<file path="config.mk">
export PLATFORM = sky130hd
export DESIGN_NAME = ssw_supervisor
export DESIGN_NICKNAME = d
export VERILOG_FILES = /design/src/ssw_pkg.sv /design/src/ssw_tmr_if.sv /design/src/ssw_kick_edge.sv /design/src/ssw_supervisor.sv /design/src/ssw_timer.sv
export SDC_FILE = /design/constraint.sdc
export NUM_CORES = 1
export LEC_CHECK = 0
export ABC_AREA = 1
export BUFFER_PORTS_ARGS = -buffer_cell sky130_fd_sc_hd__buf_2
export CAP_MARGIN = 20
export CORE_MARGIN = 2
export CORE_UTILIZATION = 48
export DETAILED_ROUTE_END_ITERATION = 6
export PLACE_DENSITY_LB_ADDON = 0.08
export SLEW_MARGIN = 20
export SYNTH_ARGS = -nofsm -noshare
export SYNTH_HDL_FRONTEND = slang
export SYNTH_HIERARCHICAL = 1
export SYNTH_SLANG_ARGS = --single-unit
</file>
<file path="constraint.sdc">
create_clock -name i_clk -period 1.87 [get_ports i_clk]
set_input_delay 0 -clock i_clk [delete_from_list [all_inputs] [get_ports i_clk]]
set_output_delay 0 -clock i_clk [all_outputs]
set_load 0.01 [all_outputs]
</file>
<file path="src/ssw_pkg.sv">
/*
  Shared constants and types for the supply supervisor with watchdog.
  Assumes a single 40 MHz clock; every time is counted in cycles of it.
*/
`default_nettype none

package ssw_pkg;

  // Clock rate and cycles per millisecond
  localparam int unsigned CLK_HZ       = 40_000_000;
  localparam int unsigned CYC_PER_MS   = CLK_HZ / 1000;

  // Counter width, enough for the longest watchdog period (960e6 cycles)
  localparam int unsigned CNT_W        = 30;

  // Watchdog expiry time options, in milliseconds
  localparam int unsigned WDT_MS_0     = 3300;
  localparam int unsigned WDT_MS_1     = 6000;
  localparam int unsigned WDT_MS_2     = 12000;
  localparam int unsigned WDT_MS_3     = 24000;

  // Reset hold time range, in milliseconds
  localparam int unsigned HOLD_MS_MIN  = 10;
  localparam int unsigned HOLD_MS_MAX  = 1200;

  // Derived cycle counts
  localparam int unsigned HOLD_CYC_MIN = HOLD_MS_MIN * CYC_PER_MS;
  localparam int unsigned HOLD_CYC_MAX = HOLD_MS_MAX * CYC_PER_MS;

  // Reset values of the outputs: the supervisor starts in reset
  localparam logic RST_LOW_INIT        = 1'b0;
  localparam logic RST_HIGH_INIT       = 1'b1;
  localparam logic RST_OD_OE_INIT      = 1'b1;
  localparam logic [7:0] EVT_CNT_INIT  = 8'h00;
  localparam logic [7:0] EVT_CNT_MAX   = 8'hff;

  // Supervisor states
  typedef enum logic [1:0] {
    SSW_RUN,
    SSW_CAUSE,
    SSW_HOLD
  } ssw_state_t;

  // Watchdog period in cycles for a selection code
  function automatic int unsigned wdt_cycles(input int unsigned sel);
    case (sel)
      0:       wdt_cycles = WDT_MS_0 * CYC_PER_MS;
      1:       wdt_cycles = WDT_MS_1 * CYC_PER_MS;
      2:       wdt_cycles = WDT_MS_2 * CYC_PER_MS;
      default: wdt_cycles = WDT_MS_3 * CYC_PER_MS;
    endcase
  endfunction

endpackage

`default_nettype wire

</file>
<file path="src/ssw_tmr_if.sv">
/*
  Run and done handshake between the supervisor and one interval timer.
  Assumes both ends share the supervisor clock.
*/
`timescale 1ns/1ps
`default_nettype none

interface ssw_tmr_if;
  logic run;
  logic done;

  modport owner (output run, input  done);
  modport timer (input  run, output done);
endinterface

`default_nettype wire
</file>
<file path="src/ssw_kick_edge.sv">
/*
  Transition detector on the watchdog kick input.
  Assumes the kick is already synchronous to the clock.
*/
`timescale 1ns/1ps
`default_nettype none

module ssw_kick_edge (
  // Clock and reset
  input  wire logic i_clk,
  input  wire logic i_nrst,
  // Kick level and transition flag
  input  wire logic i_kick,
  output logic      o_edge
);

  logic prev_r;

  always_ff @(posedge i_clk) begin
    if (!i_nrst) begin
      prev_r <= 1'b0;
    end else begin
      prev_r <= i_kick;
    end
  end

  // Either direction counts
  assign o_edge = i_kick ^ prev_r;

endmodule // ssw_kick_edge

`default_nettype wire

</file>
<file path="src/ssw_supervisor.sv">
/*
  Supply supervisor with manual reset and watchdog: one reset signal,
  offered as active-low, active-high and open-drain pins.
  Assumes all inputs are synchronous to i_clk; the supply comparator is
  an external digital undervoltage flag.
*/
// Functional notes
// - The active-low reset goes low on undervoltage, manual reset low or watchdog expiry.
// - After the supply recovers, reset stays asserted for the full hold time.
// - The active-high reset goes high on the same causes and holds for the hold time.
// - A low manual-reset input asserts reset.
// - Reset stays asserted while manual reset is low and for the hold time after it rises.
// - With the watchdog on, a kick level held longer than the expiry time expires it.
// - Watchdog expiry asserts reset for the hold time.
// - The watchdog counter clears whenever reset is asserted.
// - The watchdog counter clears on every rising or falling kick transition.
// - A low watchdog-off input enables the watchdog, a high one disables it fully.
// - The watchdog expiry time is a build-time choice of 3.3, 6, 12 or 24 seconds.
// - The reset hold time is a build-time choice between 10 ms and 1.2 s.
`timescale 1ns/1ps
`default_nettype none

module ssw_supervisor #(
  parameter int unsigned P_WDT_SEL  = 0,
  parameter int unsigned P_WDT_CYC  = ssw_pkg::wdt_cycles(P_WDT_SEL),
  parameter int unsigned P_HOLD_CYC = ssw_pkg::HOLD_CYC_MIN
) (
  // Clock and reset
  input  wire logic       i_clk,
  input  wire logic       i_nrst,
  // Supply and manual reset
  input  wire logic       i_supply_low,
  input  wire logic       i_manual_reset_low_in,
  // Watchdog
  input  wire logic       i_watchdog_kick_in,
  input  wire logic       i_watchdog_off_in,
  // Reset outputs
  output logic            o_sys_rst_low_out,
  output logic            o_sys_rst_high_out,
  output logic            o_sys_rst_od_oe,
  output logic            o_sys_rst_od_out,
  // Status
  output ssw_pkg::ssw_state_t o_state,
  output logic            o_cause_supply,
  output logic            o_cause_manual,
  output logic            o_cause_watchdog,
  output logic            o_wdt_expired,
  output logic            o_wdt_enabled,
  output logic [7:0]      o_event_count
);
  import ssw_pkg::*;

  // Timer limits, kept at least one cycle; expiry is strictly longer than the period
  localparam logic [CNT_W-1:0] WDT_LIMIT  = CNT_W'(P_WDT_CYC + 1);
  localparam logic [CNT_W-1:0] HOLD_LIMIT = CNT_W'((P_HOLD_CYC < 1) ? 1 : P_HOLD_CYC);

  ssw_state_t state_r;
  ssw_state_t state_nxt;

  logic wdt_en;
  logic kick_edge;
  logic mr_active;
  logic lvl_cause;
  logic wdt_fire;
  logic new_episode;

  ssw_tmr_if wdt_tmr ();
  ssw_tmr_if hold_tmr ();

  // Kick transition detector
  ssw_kick_edge u_kick (
    .i_clk  (i_clk),
    .i_nrst (i_nrst),
    .i_kick (i_watchdog_kick_in),
    .o_edge (kick_edge)
  );

  // Watchdog interval timer
  ssw_timer #(
    .P_LIMIT (WDT_LIMIT)
  ) u_wdt (
    .i_clk  (i_clk),
    .i_nrst (i_nrst),
    .tmr    (wdt_tmr)
  );

  // Reset hold timer
  ssw_timer #(
    .P_LIMIT (HOLD_LIMIT)
  ) u_hold (
    .i_clk  (i_clk),
    .i_nrst (i_nrst),
    .tmr    (hold_tmr)
  );

  // Cause decode
  assign wdt_en    = !i_watchdog_off_in;
  // A floating manual input is pulled high outside, so high means idle
  assign mr_active = !i_manual_reset_low_in;
  assign lvl_cause = i_supply_low || mr_active;

  // The timer only runs while out of reset, enabled, and no kick transition
  assign wdt_tmr.run = wdt_en && (state_r == SSW_RUN) && !kick_edge;
  assign wdt_fire    = wdt_en && wdt_tmr.done;

  // Hold interval restarts every time the hold state is entered
  assign hold_tmr.run = (state_r == SSW_HOLD) && !lvl_cause;

  // Next state
  always_comb begin
    state_nxt = state_r;
    case (state_r)
      SSW_RUN: begin
        if (lvl_cause) begin
          state_nxt = SSW_CAUSE;
        end else if (wdt_fire) begin
          state_nxt = SSW_HOLD;
        end
      end
      SSW_CAUSE: begin
        // Held for as long as any level cause is present
        if (!lvl_cause) begin
          state_nxt = SSW_HOLD;
        end
      end
      SSW_HOLD: begin
        if (lvl_cause) begin
          state_nxt = SSW_CAUSE;
        end else if (hold_tmr.done) begin
          state_nxt = SSW_RUN;
        end
      end
      default: begin
        state_nxt = SSW_HOLD;
      end
    endcase
  end

  // Power-up behaves like a supply recovery: hold first, then release
  always_ff @(posedge i_clk) begin
    if (!i_nrst) begin
      state_r <= SSW_HOLD;
    end else begin
      state_r <= state_nxt;
    end
  end

  // Reset pins, registered from the next state so they track state_r exactly
  always_ff @(posedge i_clk) begin
    if (!i_nrst) begin
      o_sys_rst_low_out  <= RST_LOW_INIT;
      o_sys_rst_high_out <= RST_HIGH_INIT;
      o_sys_rst_od_oe    <= RST_OD_OE_INIT;
    end else begin
      o_sys_rst_low_out  <= (state_nxt == SSW_RUN);
      o_sys_rst_high_out <= (state_nxt != SSW_RUN);
      o_sys_rst_od_oe    <= (state_nxt != SSW_RUN);
    end
  end

  // Open-drain pin only ever drives low
  always_ff @(posedge i_clk) begin
    o_sys_rst_od_out <= 1'b0;
  end

  // State mirror
  always_ff @(posedge i_clk) begin
    if (!i_nrst) begin
      o_state <= SSW_HOLD;
    end else begin
      o_state <= state_nxt;
    end
  end

  // A fresh reset episode starts when leaving the run state
  assign new_episode = (state_r == SSW_RUN) && (state_nxt != SSW_RUN);

  // Cause flags: cleared at the start of each episode, then gathered during it,
  // so software can read why it was last reset after release
  always_ff @(posedge i_clk) begin
    if (!i_nrst) begin
      o_cause_supply   <= 1'b0;
      o_cause_manual   <= 1'b0;
      o_cause_watchdog <= 1'b0;
    end else if (new_episode) begin
      o_cause_supply   <= i_supply_low;
      o_cause_manual   <= mr_active;
      o_cause_watchdog <= wdt_fire && !lvl_cause;
    end else if (state_r != SSW_RUN) begin
      o_cause_supply   <= o_cause_supply || i_supply_low;
      o_cause_manual   <= o_cause_manual || mr_active;
    end
  end

  // One-cycle expiry pulse
  always_ff @(posedge i_clk) begin
    if (!i_nrst) begin
      o_wdt_expired <= 1'b0;
    end else begin
      o_wdt_expired <= (state_r == SSW_RUN) && !lvl_cause && wdt_fire;
    end
  end

  // Watchdog enable mirror
  always_ff @(posedge i_clk) begin
    if (!i_nrst) begin
      o_wdt_enabled <= 1'b0;
    end else begin
      o_wdt_enabled <= wdt_en;
    end
  end

  // Saturating count of reset episodes; saturates rather than wraps so a
  // reset storm is never mistaken for a quiet system
  always_ff @(posedge i_clk) begin
    if (!i_nrst) begin
      o_event_count <= EVT_CNT_INIT;
    end else if (new_episode && (o_event_count != EVT_CNT_MAX)) begin
      o_event_count <= o_event_count + 8'h01;
    end
  end

endmodule // ssw_supervisor

`default_nettype wire

</file>
<file path="src/ssw_timer.sv">
/*
  Interval timer: counts while run is high, clears when run is low,
  and flags done once it has run for P_LIMIT cycles.
  Assumes the owner drops run to restart the interval.
*/
`timescale 1ns/1ps
`default_nettype none

module ssw_timer #(
  parameter logic [ssw_pkg::CNT_W-1:0] P_LIMIT = 30'h1
) (
  // Clock and reset
  input  wire logic i_clk,
  input  wire logic i_nrst,
  // Handshake
  ssw_tmr_if.timer  tmr
);
  import ssw_pkg::*;

  logic [CNT_W-1:0] cnt_r;

  // Stops at the limit so done stays up until the owner reacts
  always_ff @(posedge i_clk) begin
    if (!i_nrst) begin
      cnt_r <= '0;
    end else if (!tmr.run) begin
      cnt_r <= '0;
    end else if (cnt_r != P_LIMIT - 30'h1) begin
      cnt_r <= cnt_r + 30'h1;
    end
  end

  assign tmr.done = tmr.run && (cnt_r == P_LIMIT - 30'h1);

endmodule // ssw_timer

`default_nettype wire

</file>
Yosys cells after proc, flatten, opt, wreduce, memory -nomap -nowiden

Cells that the tools add are included.

Output and inout bits: 19
Register bits after elaboration: 78
Logic and storage cells: 58
Input bits: 6

Reductions and logical operators: 25
Equality and inequality tests: 7
Bitwise logic cells: 1
Multiplexer cells: 10
Add/subtract/negate cells: 3

Operators with widths:

| cell                  | number |
|---|---|
| $add 30x1->30 const B | 2 |
| $eq 30x19->1 const B  | 1 |
| $eq 30x27->1 const B  | 1 |
| $ne 30x19->1 const B  | 1 |
| $ne 30x27->1 const B  | 1 |
| $logic_and 1x1->1     | 11 |
| $mux 2                | 5 |
| $add 8x1->8 const B   | 1 |
| $ne 8x8->1 const B    | 1 |
| $pmux 2 s3            | 1 |
| $reduce_bool 2->1     | 3 |
| $logic_not 1->1       | 4 |
| $logic_not 2->1       | 2 |
| $mux 1                | 4 |
| $reduce_and 2->1      | 2 |
| $logic_or 1x1->1      | 3 |
| $eq 2x1->1 const B    | 1 |
| $eq 2x2->1 const B    | 1 |
| $xor 1x1->1           | 1 |

Longest topological paths before layout

Gate-level depths: netlist of the first run.

Depth in word-level cells: 11
Depth in mapped cells: 14
Gate-level depth less buffers: 14

By module

The synthesis of the first run kept the hierarchy.

Modules (own cells, without submodules):

| module              | sequential area each (um^2) | area each (um^2) | cells an instance | times used |
|---|---|---|---|---|
| ssw_timer at u_wdt  | 600.6                       | 1936.9           | 315               | 1 |
| ssw_timer at u_hold | 600.6                       | 1870.5           | 315               | 1 |
| ssw_supervisor      | 340.3                       | 830.8            | 104               | 1 |
| ssw_kick_edge       | 20.0                        | 46.3             | 8                 | 1 |

Worst setup path before layout of the first run

No wires, ideal clock.

Path kind: register to register
Start: register u_wdt.cnt_r[0]
End: register o_event_count[0]
Path buffers: 0
Path slack: 0.000 ns
Data required time: 1.757 ns
Clock period less this slack: 1.870 ns
Arrival time: 1.757 ns
Library setup time: 0.113 ns
Cell stages (with the launch flop): 14
Cell sequence: dfxtp_1 inv_1 ha_1 nand4_1 nor2_1 nand3_1 nor2_1 inv_1 nor2_1 o211ai_1 nor2_2 nand2_1 nand2_1 nor2_1

Word-level cells in the longest chain between the ends: 9

RTL lines:

| element                  | RTL line              | source |
|---|---|---|
| start: declaration       | ssw_timer.sv:20       | `logic [CNT_W-1:0] cnt_r;` |
| start signal: assignment | ssw_timer.sv:29       | `cnt_r <= cnt_r + 30'h1;` |
| $eq 30x27->1             | ssw_timer.sv:33       | `assign tmr.done = tmr.run && (cnt_r == P_LIMIT - 30'h1);` |
| $logic_and 1x1->1        | ssw_timer.sv:33       |  |
| via wdt_tmr.done         | ssw_tmr_if.sv:10      | `logic done;` |
| $logic_and 1x1->1        | ssw_supervisor.sv:104 | `assign wdt_fire = wdt_en && wdt_tmr.done;` |
| $mux 2                   | ssw_supervisor.sv:116 | `end else if (wdt_fire) begin` |
| $mux 2                   | ssw_supervisor.sv:114 | `if (lvl_cause) begin` |
| $pmux 2 s3               | ssw_supervisor.sv:112 | `case (state_r)` |
| $reduce_bool 2->1        | ssw_supervisor.sv:176 | `assign new_episode = (state_r == SSW_RUN) && (state_nxt != SSW_RUN);` |
| $logic_and 1x1->1        | ssw_supervisor.sv:176 |  |
| $logic_and 1x1->1        | ssw_supervisor.sv:218 | `end else if (new_episode && (o_event_count != EVT_CNT_MAX)) begin` |
| end signal: assignment   | ssw_supervisor.sv:219 | `o_event_count <= o_event_count + 8'h01;` |
| end: declaration         | ssw_supervisor.sv:49  | `output logic [7:0] o_event_count` |

The timed path passes the listed nets, and every way through them passes these cells.
A chain may end at the register's enable or synchronous reset.

Final worst setup path of the first run

Start: register u_wdt.cnt_r[1]
End: register o_event_count[4]

Same word-level chain as after synthesis.

==> flow_summary.json, run 1 <==
{
  "setup_viol_count_final": 5,
  "rsz0062_at_grt": "true",
  "synth_area_sq_um": 4684,
  "synth_top_cells_by_count": "201 x nand2_1, 153 x nor2_1, 83 x inv_1",
  "yosysMostFrequentCell": "nand2_1",
  "cts_inserted_buffers": 9,
  "cts_tree": "done",
  "maxSlewViolCount": 0,
  "ctsLongestPathBuffers": 2,
  "crit_fanout": 7,
  "crit_path_start_kind": "register",
  "hpwl_um": 9888,
  "via_per_inst": 4.965,
  "yosys.area.top_type_share_pct": 33.33,
  "critPathKind": "reg2reg",
  "final.setup.worst_slack_ns": -0.01553,
  "dieArea_sq_um": 10570,
  "antenna_cells": 0,
  "area_growth_pct": 25.21,
  "fillers": 975,
  "fmax_mhz": 530.4,
  "yosysSeqAreaShare_pct": 33.33,
  "finalCritPeriodShare_pct": 100.8,
  "cts.sinks": 78,
  "synth_area_leaders": "dfxtp_1 33%, nand2_1 16%, nor2_1 12%",
  "hp-class": "in2reg",
  "track_usage_pct": 25.17,
  "start_util_pct": 48.60,
  "nNetsFinal": 858,
  "dr.pass1.iters": 5,
  "grt_pass1_wl_um": 20390,
  "min_period_ns": 1.886,
  "root_buffer": "clkbuf_8",
  "p_leak_nw": 2.250,
  "gp_congestion": 0.9756,
  "antenna_left": 0,
  "layout-drive-gt1-share_pct": 22.74,
  "cp_data_required_time_ns": 2.11,
  "synth_seq_cells": 78,
  "ctsHtreeMaxLevel": 3,
  "syn-num-nets": 752,
  "core_sq_um": 9639,
  "cts.reportedPaths.clkPinSlew_ns": 0.08,
  "drt-initial-drc-count": 313,
  "syn_area_per_cell_sq_um": 6.313,
  "ir_drop_mv": 0.3704,
  "clk_latency_ns": 0.37,
  "maxCapViolCount": 0,
  "antenna_found_initial": 0,
  "rows": 36,
  "io_buffers": 23,
  "final_core_utilization_pct": 60.85,
  "grt_max_degree": 24,
  "wl_per_cell_um": 12.78,
  "yosys.area.top_type": "dfxtp_1",
  "total_power_mw": 3.543,
  "ys.flop_type": "dfxtp_1",
  "first_global_vias": 4373,
  "status": "finished, violations left",
  "yosysUniqueCellTypes": 37,
  "fin_cells": 986,
  "ys_warn_count": 6,
  "powerDensity_nw_per_um2": 604.0,
  "netlist_instances": 742,
  "synthArstFlopShare_pct": 0,
  "io_pins": 25,
  "drc": 0,
  "endpoint_kind": "register",
  "violations": "setup timing",
  "fin_worst_skew_ns": 0.009116,
  "dieWidth_um": 102.8,
  "dpl.cell_count": 962,
  "arrival_ns": 2.12,
  "vias": 4895,
  "routed_wl_um": 12600,
  "die_h_um": 102.8,
  "finalHoldViolCount": 0,
  "overflow": 0,
  "synth_edf_count": 0
}
through the flow:
stage | setup WS (ns) | TNS, ns | hold WS [ns] | cell area (sq um)
after CTS | -0.02373 | -0.1081 | 0.07504 | 5814
after detailed placement | -0.09691 | -0.5979 | 0.2051 | 5464
after global routing | -0.1832 | -1.457 | 0.09898 | 5866
after global placement | -0.08749 | -0.4588 | 0.2072 | 5464
after floorplan | 0.06381 | 0 | 0.07238 | 4684
final | -0.01553 | -0.04104 | 0.08091 | 5866
where the power goes:
group / internal, mW / leakage [nW] / total (mW) / switching [mW]
combinational: 0.0683 / 1.48 / 0.172 / 0.104
clock: 1.02 / 0.130 / 1.68 / 0.663
sequential: 1.68 / 0.635 / 1.69 / 0.0107
critical path, stage by stage, from the launching register on:
cell and delay, ns:
dfxtp_2 0.33, inv_2 0.07, ha_4 0.15, nand4_1 0.14
nor2_1 0.13, nand3_1 0.08, nor2_1 0.11, inv_1 0.05
nor2_2 0.10, buf_4 0.13, nand3_4 0.08, nand3_4 0.11
nand3_4 0.12, nand2_1 0.09, a21oi_1 0.06
registers in the layout, summed over array words and instances, names as in the netlist, 2 cells and up:
register / count
o_event_count: 8
u_hold/cnt_r: 30
u_wdt/cnt_r: 30
o_state: 2
cell usage in the layout, fill, tap and decap left out, types with 6 or more instances in the layout:
cell type / synthesis / final
a21oi_1: 51 / 49
dlygate4sd3_1: 0 / 6
clkbuf_8: 0 / 9
nor2_2: 11 / 14
inv_2: 3 / 7
nand2_2: 7 / 12
buf_2: 1 / 23
nand2_1: 201 / 196
a21oi_2: 4 / 6
inv_1: 83 / 79
buf_4: 2 / 73
nand3_1: 43 / 43
o21ai_0: 21 / 21
dfxtp_1: 78 / 69
dfxtp_2: 0 / 9
nand4_1: 12 / 12
nor2_4: 14 / 15
nor2_1: 153 / 149
xor2_1: 7 / 7
kinds of logic after synthesis:
| group | after synthesis | synth area share [%] |
|---|---|---|
| DFF | 78 | 33.33 |
| other | 1 | 0.08005 |
| AOI/OAI and AO/OA | 84 | 9.589 |
| and+or+nand+nor | 467 | 45.89 |
| buffers and inverters | 97 | 7.986 |
| xor gates and xnor gates | 11 | 2.057 |
| adders and majority gates | 4 | 1.068 |
worst paths after layout:
check / from / to / slack [ns] / cells after the start
max: u_wdt/cnt_r[1]$_SDFFE_PN0P_ / o_event_count[4]$_SDFFE_PN0P_ / -0.02 / 14
min: i_nrst / u_hold/cnt_r[4]$_SDFFE_PN0P_ / 0.08 / 4
max reg2reg: u_wdt/cnt_r[1]$_SDFFE_PN0P_ / o_event_count[4]$_SDFFE_PN0P_ / -0.02 / 14
min reg2reg: o_cause_supply$_SDFFE_PN0P_ / o_cause_supply$_SDFFE_PN0P_ / 0.47 / 2
final cells by class:
cell class	count	area [sq um]	area share (%)
inverters	90	339.1	5.781
repair buffers	102	723.2	12.33
well taps	133	166.4	2.837
clock inverters	6	133.9	2.282
flip-flops and latches	78	1573	26.81
multi-input cells	567	2803	47.78
clock buffers	10	127.6	2.176
per-layer routing:
metal  part of all wire [%]  global-route usage [%]  vias up
met1                     48                   34.49     2190
met4                    1.5                   7.389        0
li1                       -                       -     2548
met5                      0                       0        -
met3                    6.4                   5.898       15
met2                     44                   39.72      142
what timing repair did:
action	CTS	global route
hold buffers	6	0
buffers inserted	0	2
endpoints found under the hold margin	8	0
gates resized for setup	11	17
endpoints found under the setup margin	8	13
pin swaps	3	9
Note: power is estimated with default switching activity, not from simulation.
==> run 2: changes to the inputs <==
--- a/config.mk
+++ b/config.mk
@@ -9,7 +9,7 @@
 export BUFFER_PORTS_ARGS = -buffer_cell sky130_fd_sc_hd__buf_2
 export CAP_MARGIN = 20
 export CORE_MARGIN = 2
-export CORE_UTILIZATION = 48
+export CORE_UTILIZATION = 40
 export DETAILED_ROUTE_END_ITERATION = 6
 export PLACE_DENSITY_LB_ADDON = 0.08
 export SLEW_MARGIN = 20
==> flow_summary.json, run 2 (synthesis gave the netlist of run 1 again) <==
{
  "rsz0062_at_grt": "true",
  "endpoint_kind": "register",
  "dieArea_sq_um": 12590,
  "violations": "setup timing",
  "place_area_sq_um": 5507,
  "clk_latency_ns": 0.34,
  "cp_data_required_time_ns": 2.08,
  "crit_path_cell_trace": "inv_1, nand2_1, nor2_1, nand2_1, nor2_1, and3_1, nor2_1, nor2_2, nand3_4, buf_4, nand4_1, a21oi_2",
  "powerDensity_nw_per_um2": 600.1,
  "crit_fanout": 5,
  "io_buffers": 23,
  "wl_per_cell_um": 13.19,
  "finalCritPeriodShare_pct": 100.2,
  "reg2reg_depth": 12,
  "seqPwrFrac_pct": 47.2,
  "clkPwrFrac_pct": 48.1,
  "grt_pass1_wl_um": 22170,
  "seqCellArea_sq_um": 1570,
  "multi_input_area_sq_um": 2805,
  "final_common_cell": "nand2_1",
  "finalHoldViolCount": 0,
  "via_per_inst": 4.953,
  "fmax_mhz": 533.6,
  "p_comb_share_pct": 4.7,
  "cpPeakStageDelay_ns": 0.31,
  "final_cell_mix": "198 x nand2_1, 147 x nor2_1, 80 x inv_1, 80 x buf_4, 71 x dfxtp_1",
  "start_util_pct": 41.03,
  "hpwl_um": 10130,
  "grt.busiest_layer": "met2",
  "dieWidth_um": 112.2,
  "ctsLongestPathBuffers": 2,
  "cts_tree": "done",
  "core_sq_um": 11420,
  "setup_viol_count_final": 1,
  "rrSetupSlack_ns": -0.004,
  "fin_worst_skew_ns": 0.008081,
  "drc": 0,
  "maxSlewViolCount": 0,
  "final.setup.worst_slack_ns": -0.003904,
  "nNetsFinal": 865,
  "hold_ws_ns": 0.1894,
  "cts_inserted_buffers": 9,
  "worstSetupEndpoint": "o_event_count[4]$_SDFFE_PN0P_",
  "maxCapViolCount": 0,
  "reg2reg_from": "u_hold/cnt_r[22]$_SDFFE_PN0P_",
  "io_pins": 25,
  "swShare_pct": 23.02,
  "gp_congestion": 0.8934,
  "antenna_cells": 0,
  "cp_slowest_cell": "dfxtp_1",
  "cpMostUsedCell": "nor2_1",
  "hp-class": "in2reg",
  "p_switching_mw": 0.8242,
  "r2r_end": "o_event_count[4]$_SDFFE_PN0P_",
  "final_area_sq_um": 5966,
  "fillers": 1197,
  "ir_drop_mv": 0.6590,
  "root_buffer": "clkbuf_16",
  "reg.largest.list": "u_hold/cnt_r: 30 flops, u_wdt/cnt_r: 30 flops, o_event_count: 8 flops",
  "critPathKind": "reg2reg",
  "p_leak_nw": 2.288,
  "vias": 4968,
  "antenna_left": 0,
  "track_usage_pct": 21.83,
  "first_global_vias": 4612,
  "antenna_found_initial": 0,
  "use_met2_pct": 33.21,
  "die_h_um": 112.2,
  "min_period_ns": 1.874,
  "cts.reportedPaths.clkPinSlew_ns": 0.06,
  "crit_path_start_kind": "register",
  "grt_max_degree": 24,
  "status": "finished, violations left",
  "drt-initial-drc-count": 292,
  "layout-drive-gt1-share_pct": 23.14,
  "total_power_mw": 3.580,
  "crit_start": "u_hold/cnt_r[22]$_SDFFE_PN0P_",
  "routed_wl_um": 13230,
  "area_growth_pct": 27.35,
  "overflow": 0,
  "dr.pass1.iters": 4,
  "globalRouteMet3Util_pct": 3.078,
  "use_met1_pct": 31.46,
  "cts.sinks": 78,
  "arrival_ns": 2.08,
  "ctsHtreeMaxLevel": 3,
  "p_int_mw": 2.756,
  "rows": 39
}
-- run 2: critical path: cells and delay by family, from the launching register on --
family / cells / cell delay (ns)
AND/OR/NAND/NOR: 9 / 1.13
flip-flops: 1 / 0.31
buffers and inverters: 2 / 0.23
AO/OA/AOI/OAI: 1 / 0.06
-- run 2: worst min-delay path by stage --
stage / from / end / slack [ns] / depth (start not counted)
global placement: i_watchdog_kick_in / u_kick/prev_r$_SDFF_PN0_ / 0.21 / 3
finish: i_supply_low / o_event_count[3]$_SDFFE_PN0P_ / 0.19 / 6
floorplan: i_watchdog_off_in / o_wdt_enabled$_SDFF_PN0_ / 0.07 / 1
CTS: i_supply_low / o_wdt_expired$_SDFF_PN0_ / 0.08 / 5
global route: i_supply_low / o_wdt_expired$_SDFF_PN0_ / 0.22 / 6
detailed placement: i_watchdog_kick_in / u_kick/prev_r$_SDFF_PN0_ / 0.22 / 3
-- run 2: timing repair --
item | in CTS | in global routing
resized for setup | 13 | 12
setup endpoints to repair | 8 | 12
setup buffers | 1 | 4
hold buffers | 6 | 0
pin swaps | 6 | 12
endpoints found under the hold margin | 7 | 0
-- run 2: power groups by stage --
| stage | Clock (mW) | Combinational (mW) | Sequential, mW |
|---|---|---|---|
| floorplan | 0 | 0.0839 | 1.74 |
| global placement | 0 | 0.151 | 1.72 |
| detailed placement | 0 | 0.153 | 1.73 |
| CTS | 1.78 | 0.165 | 1.69 |
| global route | 1.83 | 0.187 | 1.69 |
| finish | 1.72 | 0.170 | 1.69 |
-- run 2: layer usage --
metal | share of wire, % | routed length (um)
met5 | 0 | 0
met4 | 1.8 | 244
met3 | 6.0 | 790
met2 | 43 | 5629
met1 | 50 | 6565
-- run 2: stage by stage --
step                      util (%)  instances  setup TNS, ns  setup slack, ns
after floorplan                  -        742              0          0.06381
after global placement       48.22        976        -0.2133         -0.05014
after detailed placement     48.22        976        -0.4723         -0.08329
after CTS                    51.73        999       -0.01100         -0.01100
after global routing         52.25       1003         -1.816          -0.1928
final                        52.25       1003      -0.003904        -0.003904
-- run 2: layout make-up --
| cell class | count | area share [%] |
|---|---|---|
| well taps | 143 | 2.999 |
| flip-flops and latches | 78 | 26.32 |
| multi-input cells | 567 | 47.02 |
| clock buffers | 12 | 4.467 |
| inverters | 90 | 5.684 |
| clock inverters | 4 | 0.5034 |
| repair buffers | 109 | 13.00 |
==> run 3: changes to the inputs <==
--- a/config.mk
+++ b/config.mk
@@ -11,6 +11,7 @@
 export CORE_MARGIN = 2
 export CORE_UTILIZATION = 40
 export DETAILED_ROUTE_END_ITERATION = 6
+export MAX_ROUTING_LAYER = met4
 export PLACE_DENSITY_LB_ADDON = 0.08
 export SLEW_MARGIN = 20
 export SYNTH_ARGS = -nofsm -noshare
==> constraint.sdc (replaced) <==
create_clock -name i_clk -period 2.2 [get_ports i_clk]
set_input_delay 0 -clock i_clk [delete_from_list [all_inputs] [get_ports i_clk]]
set_output_delay 0 -clock i_clk [all_outputs]
set_load 0.01 [all_outputs]
==> flow_summary.json, run 3 (synthesis gave the netlist of run 1 again) <==
{
  "drt-initial-drc-count": 271,
  "endpoint_kind": "register",
  "clk_latency_ns": 0.34,
  "ctsLongestPathBuffers": 2,
  "maxCapViolCount": 0,
  "setup_viol_count_final": 0,
  "rows": 39,
  "reg.largest.list": "u_hold/cnt_r: 30 flops, u_wdt/cnt_r: 30 flops, o_event_count: 8 flops",
  "via_per_inst": 4.937,
  "crit_buf_inv": 1,
  "finalSetupTns_ns": 0,
  "root_buffer": "clkbuf_16",
  "area_growth_pct": 17.90,
  "cp_top_family": "simple AND/OR/NAND/NOR gates",
  "die_h_um": 112.2,
  "dieArea_sq_um": 12590,
  "core_sq_um": 11420,
  "cts.reportedPaths.clkPinSlew_ns": 0.06,
  "rsz0062_at_grt": "false",
  "cp_slowest_cell": "dfxtp_1",
  "cp_data_required_time_ns": 2.47,
  "finalCritPeriodShare_pct": 90.11,
  "fmax_mhz": 504.4,
  "ctsHtreeMaxLevel": 3,
  "status": "complete, no violations",
  "overflow": 0,
  "fin_worst_skew_ns": 0.007486,
  "final_core_utilization_pct": 48.37,
  "dr.pass1.iters": 5,
  "start_util_pct": 41.03,
  "tightest_slew_ns": 0.5691,
  "vias": 4675,
  "gp_congestion": 0.9280,
  "layout-drive-gt1-share_pct": 15.55,
  "final_cell_mix": "201 x nand2_1, 150 x nor2_1, 83 x inv_1",
  "rrSetupSlack_ns": 0.22,
  "wl_per_cell_um": 13.09,
  "min_period_ns": 1.982,
  "hp-class": "in2reg",
  "antenna_left": 0,
  "critPathKind": "reg2reg",
  "powerDensity_nw_per_um2": 569.9,
  "p_leak_nw": 2.015,
  "track_usage_pct": 21.24,
  "seqCellArea_sq_um": 1563,
  "ir_drop_mv": 0.3069,
  "fillers": 1204,
  "cts.sinks": 78,
  "cts_inserted_buffers": 9,
  "maxSlewViolCount": 0,
  "crit_path_cell_trace": "ha_2, nand3_2, nor2_4, inv_1, nor2_1, and3_1, nor2_1, nor2_2, nand3_4, nand3_4, nand2_1, a21oi_2",
  "grt_max_degree": 17,
  "relSlewSlack_pct": 62.02,
  "io_buffers": 23,
  "dieWidth_um": 112.2,
  "finalHoldViolCount": 0,
  "cpPeakStageDelay_ns": 0.37,
  "first_global_vias": 4418,
  "crit_fanout": 7,
  "routed_wl_um": 12400,
  "nNetsFinal": 809,
  "grt_pass1_wl_um": 21110,
  "arrival_ns": 2.25,
  "io_pins": 25,
  "hpwl_um": 9644,
  "multi_input_area_sq_um": 2766,
  "antenna_found_initial": 0,
  "final_common_cell": "nand2_1",
  "final.setup.worst_slack_ns": 0.2176,
  "antenna_cells": 0,
  "pre_cts_ws_ns": 0.1436,
  "drc": 0,
  "cts_tree": "done",
  "crit_path_start_kind": "register"
}
==> run 3: cell types whose count changed in the layout (fill, tap and decap cells not counted), sizes merged <==
cell / previous run / this run
bufinv: 0 / 1
clkinvlp: 1 / 0
clkbuf: 12 / 13
buf: 103 / 47
clkinv: 7 / 6
==> run 3: area by class of cell <==
type | count | area share [%]
Multi-Input combinational cell | 567 | 50.09
Tap cell | 143 | 3.240
Clock inverter | 3 | 0.7250
Clock buffer | 13 | 5.075
Inverter | 90 | 6.140
Timing Repair Buffer | 53 | 6.434
Sequential cell | 78 | 28.30
==> run 3: worst register-to-register path, stage by stage (launching register included) <==
cell	delay, ns
dfxtp_1	0.37
ha_2	0.22
nand3_2	0.13
nor2_4	0.17
inv_1	0.07
nor2_1	0.15
and3_1	0.18
nor2_1	0.06
nor2_2	0.12
nand3_4	0.12
nand3_4	0.12
nand2_1	0.08
a21oi_2	0.12
==> run 3: path summary, 6_finish.rpt <==
kind	from	endpoint	cells past startpoint
max reg2reg	u_hold/cnt_r[1]$_SDFFE_PN0P_	o_event_count[7]$_SDFFE_PN0P_	12
max	u_hold/cnt_r[1]$_SDFFE_PN0P_	o_event_count[7]$_SDFFE_PN0P_	12
min	i_manual_reset_low_in	o_cause_manual$_SDFFE_PN0P_	3
min reg2reg	o_cause_supply$_SDFFE_PN0P_	o_cause_supply$_SDFFE_PN0P_	2
==> run 3: power breakdown <==
group	total, mW	leakage [nW]	switching, mW	internal, mW
logic	0.133	1.22	0.0823	0.0508
registers	1.44	0.631	0.0120	1.43
clock network	1.58	0.162	0.577	0.999
total	3.15	2.01	0.671	2.48
==> run 3: per-layer routing <==
metal / wire length, um / GRT usage (%) / vias to the layer above
met5: 0 / - / -
met3: 489 / 3.348 / 15
met2: 5263 / 31.33 / 109
met4: 216 / 8.130 / 0
met1: 6425 / 29.34 / 2100
li1: - / - / 2451
==> run 3: what timing repair did <==
| item | 4_1_cts | 5_1_grt |
|---|---|---|
| setup endpoints to repair | 0 | 10 |
| buffers inserted | 0 | 3 |
| hold buffers | 6 | 0 |
| resized for setup | 0 | 7 |
| endpoints found under the hold margin | 7 | 0 |
==> run 3: per-stage QoR <==
stage / hold slack, ns / instance area, sq um / cells / total power, mW
2_1_floorplan: 0.07238 / 4684 / 742 / 1.547
4_1_cts: 0.3904 / 5482 / 944 / 3.195
3_5_place_dp: 0.2177 / 5101 / 922 / 1.594
6_report: 0.4130 / 5523 / 947 / 3.148
3_3_place_gp: 0.2109 / 5101 / 922 / 1.591
5_1_grt: 0.4344 / 5523 / 947 / 3.274
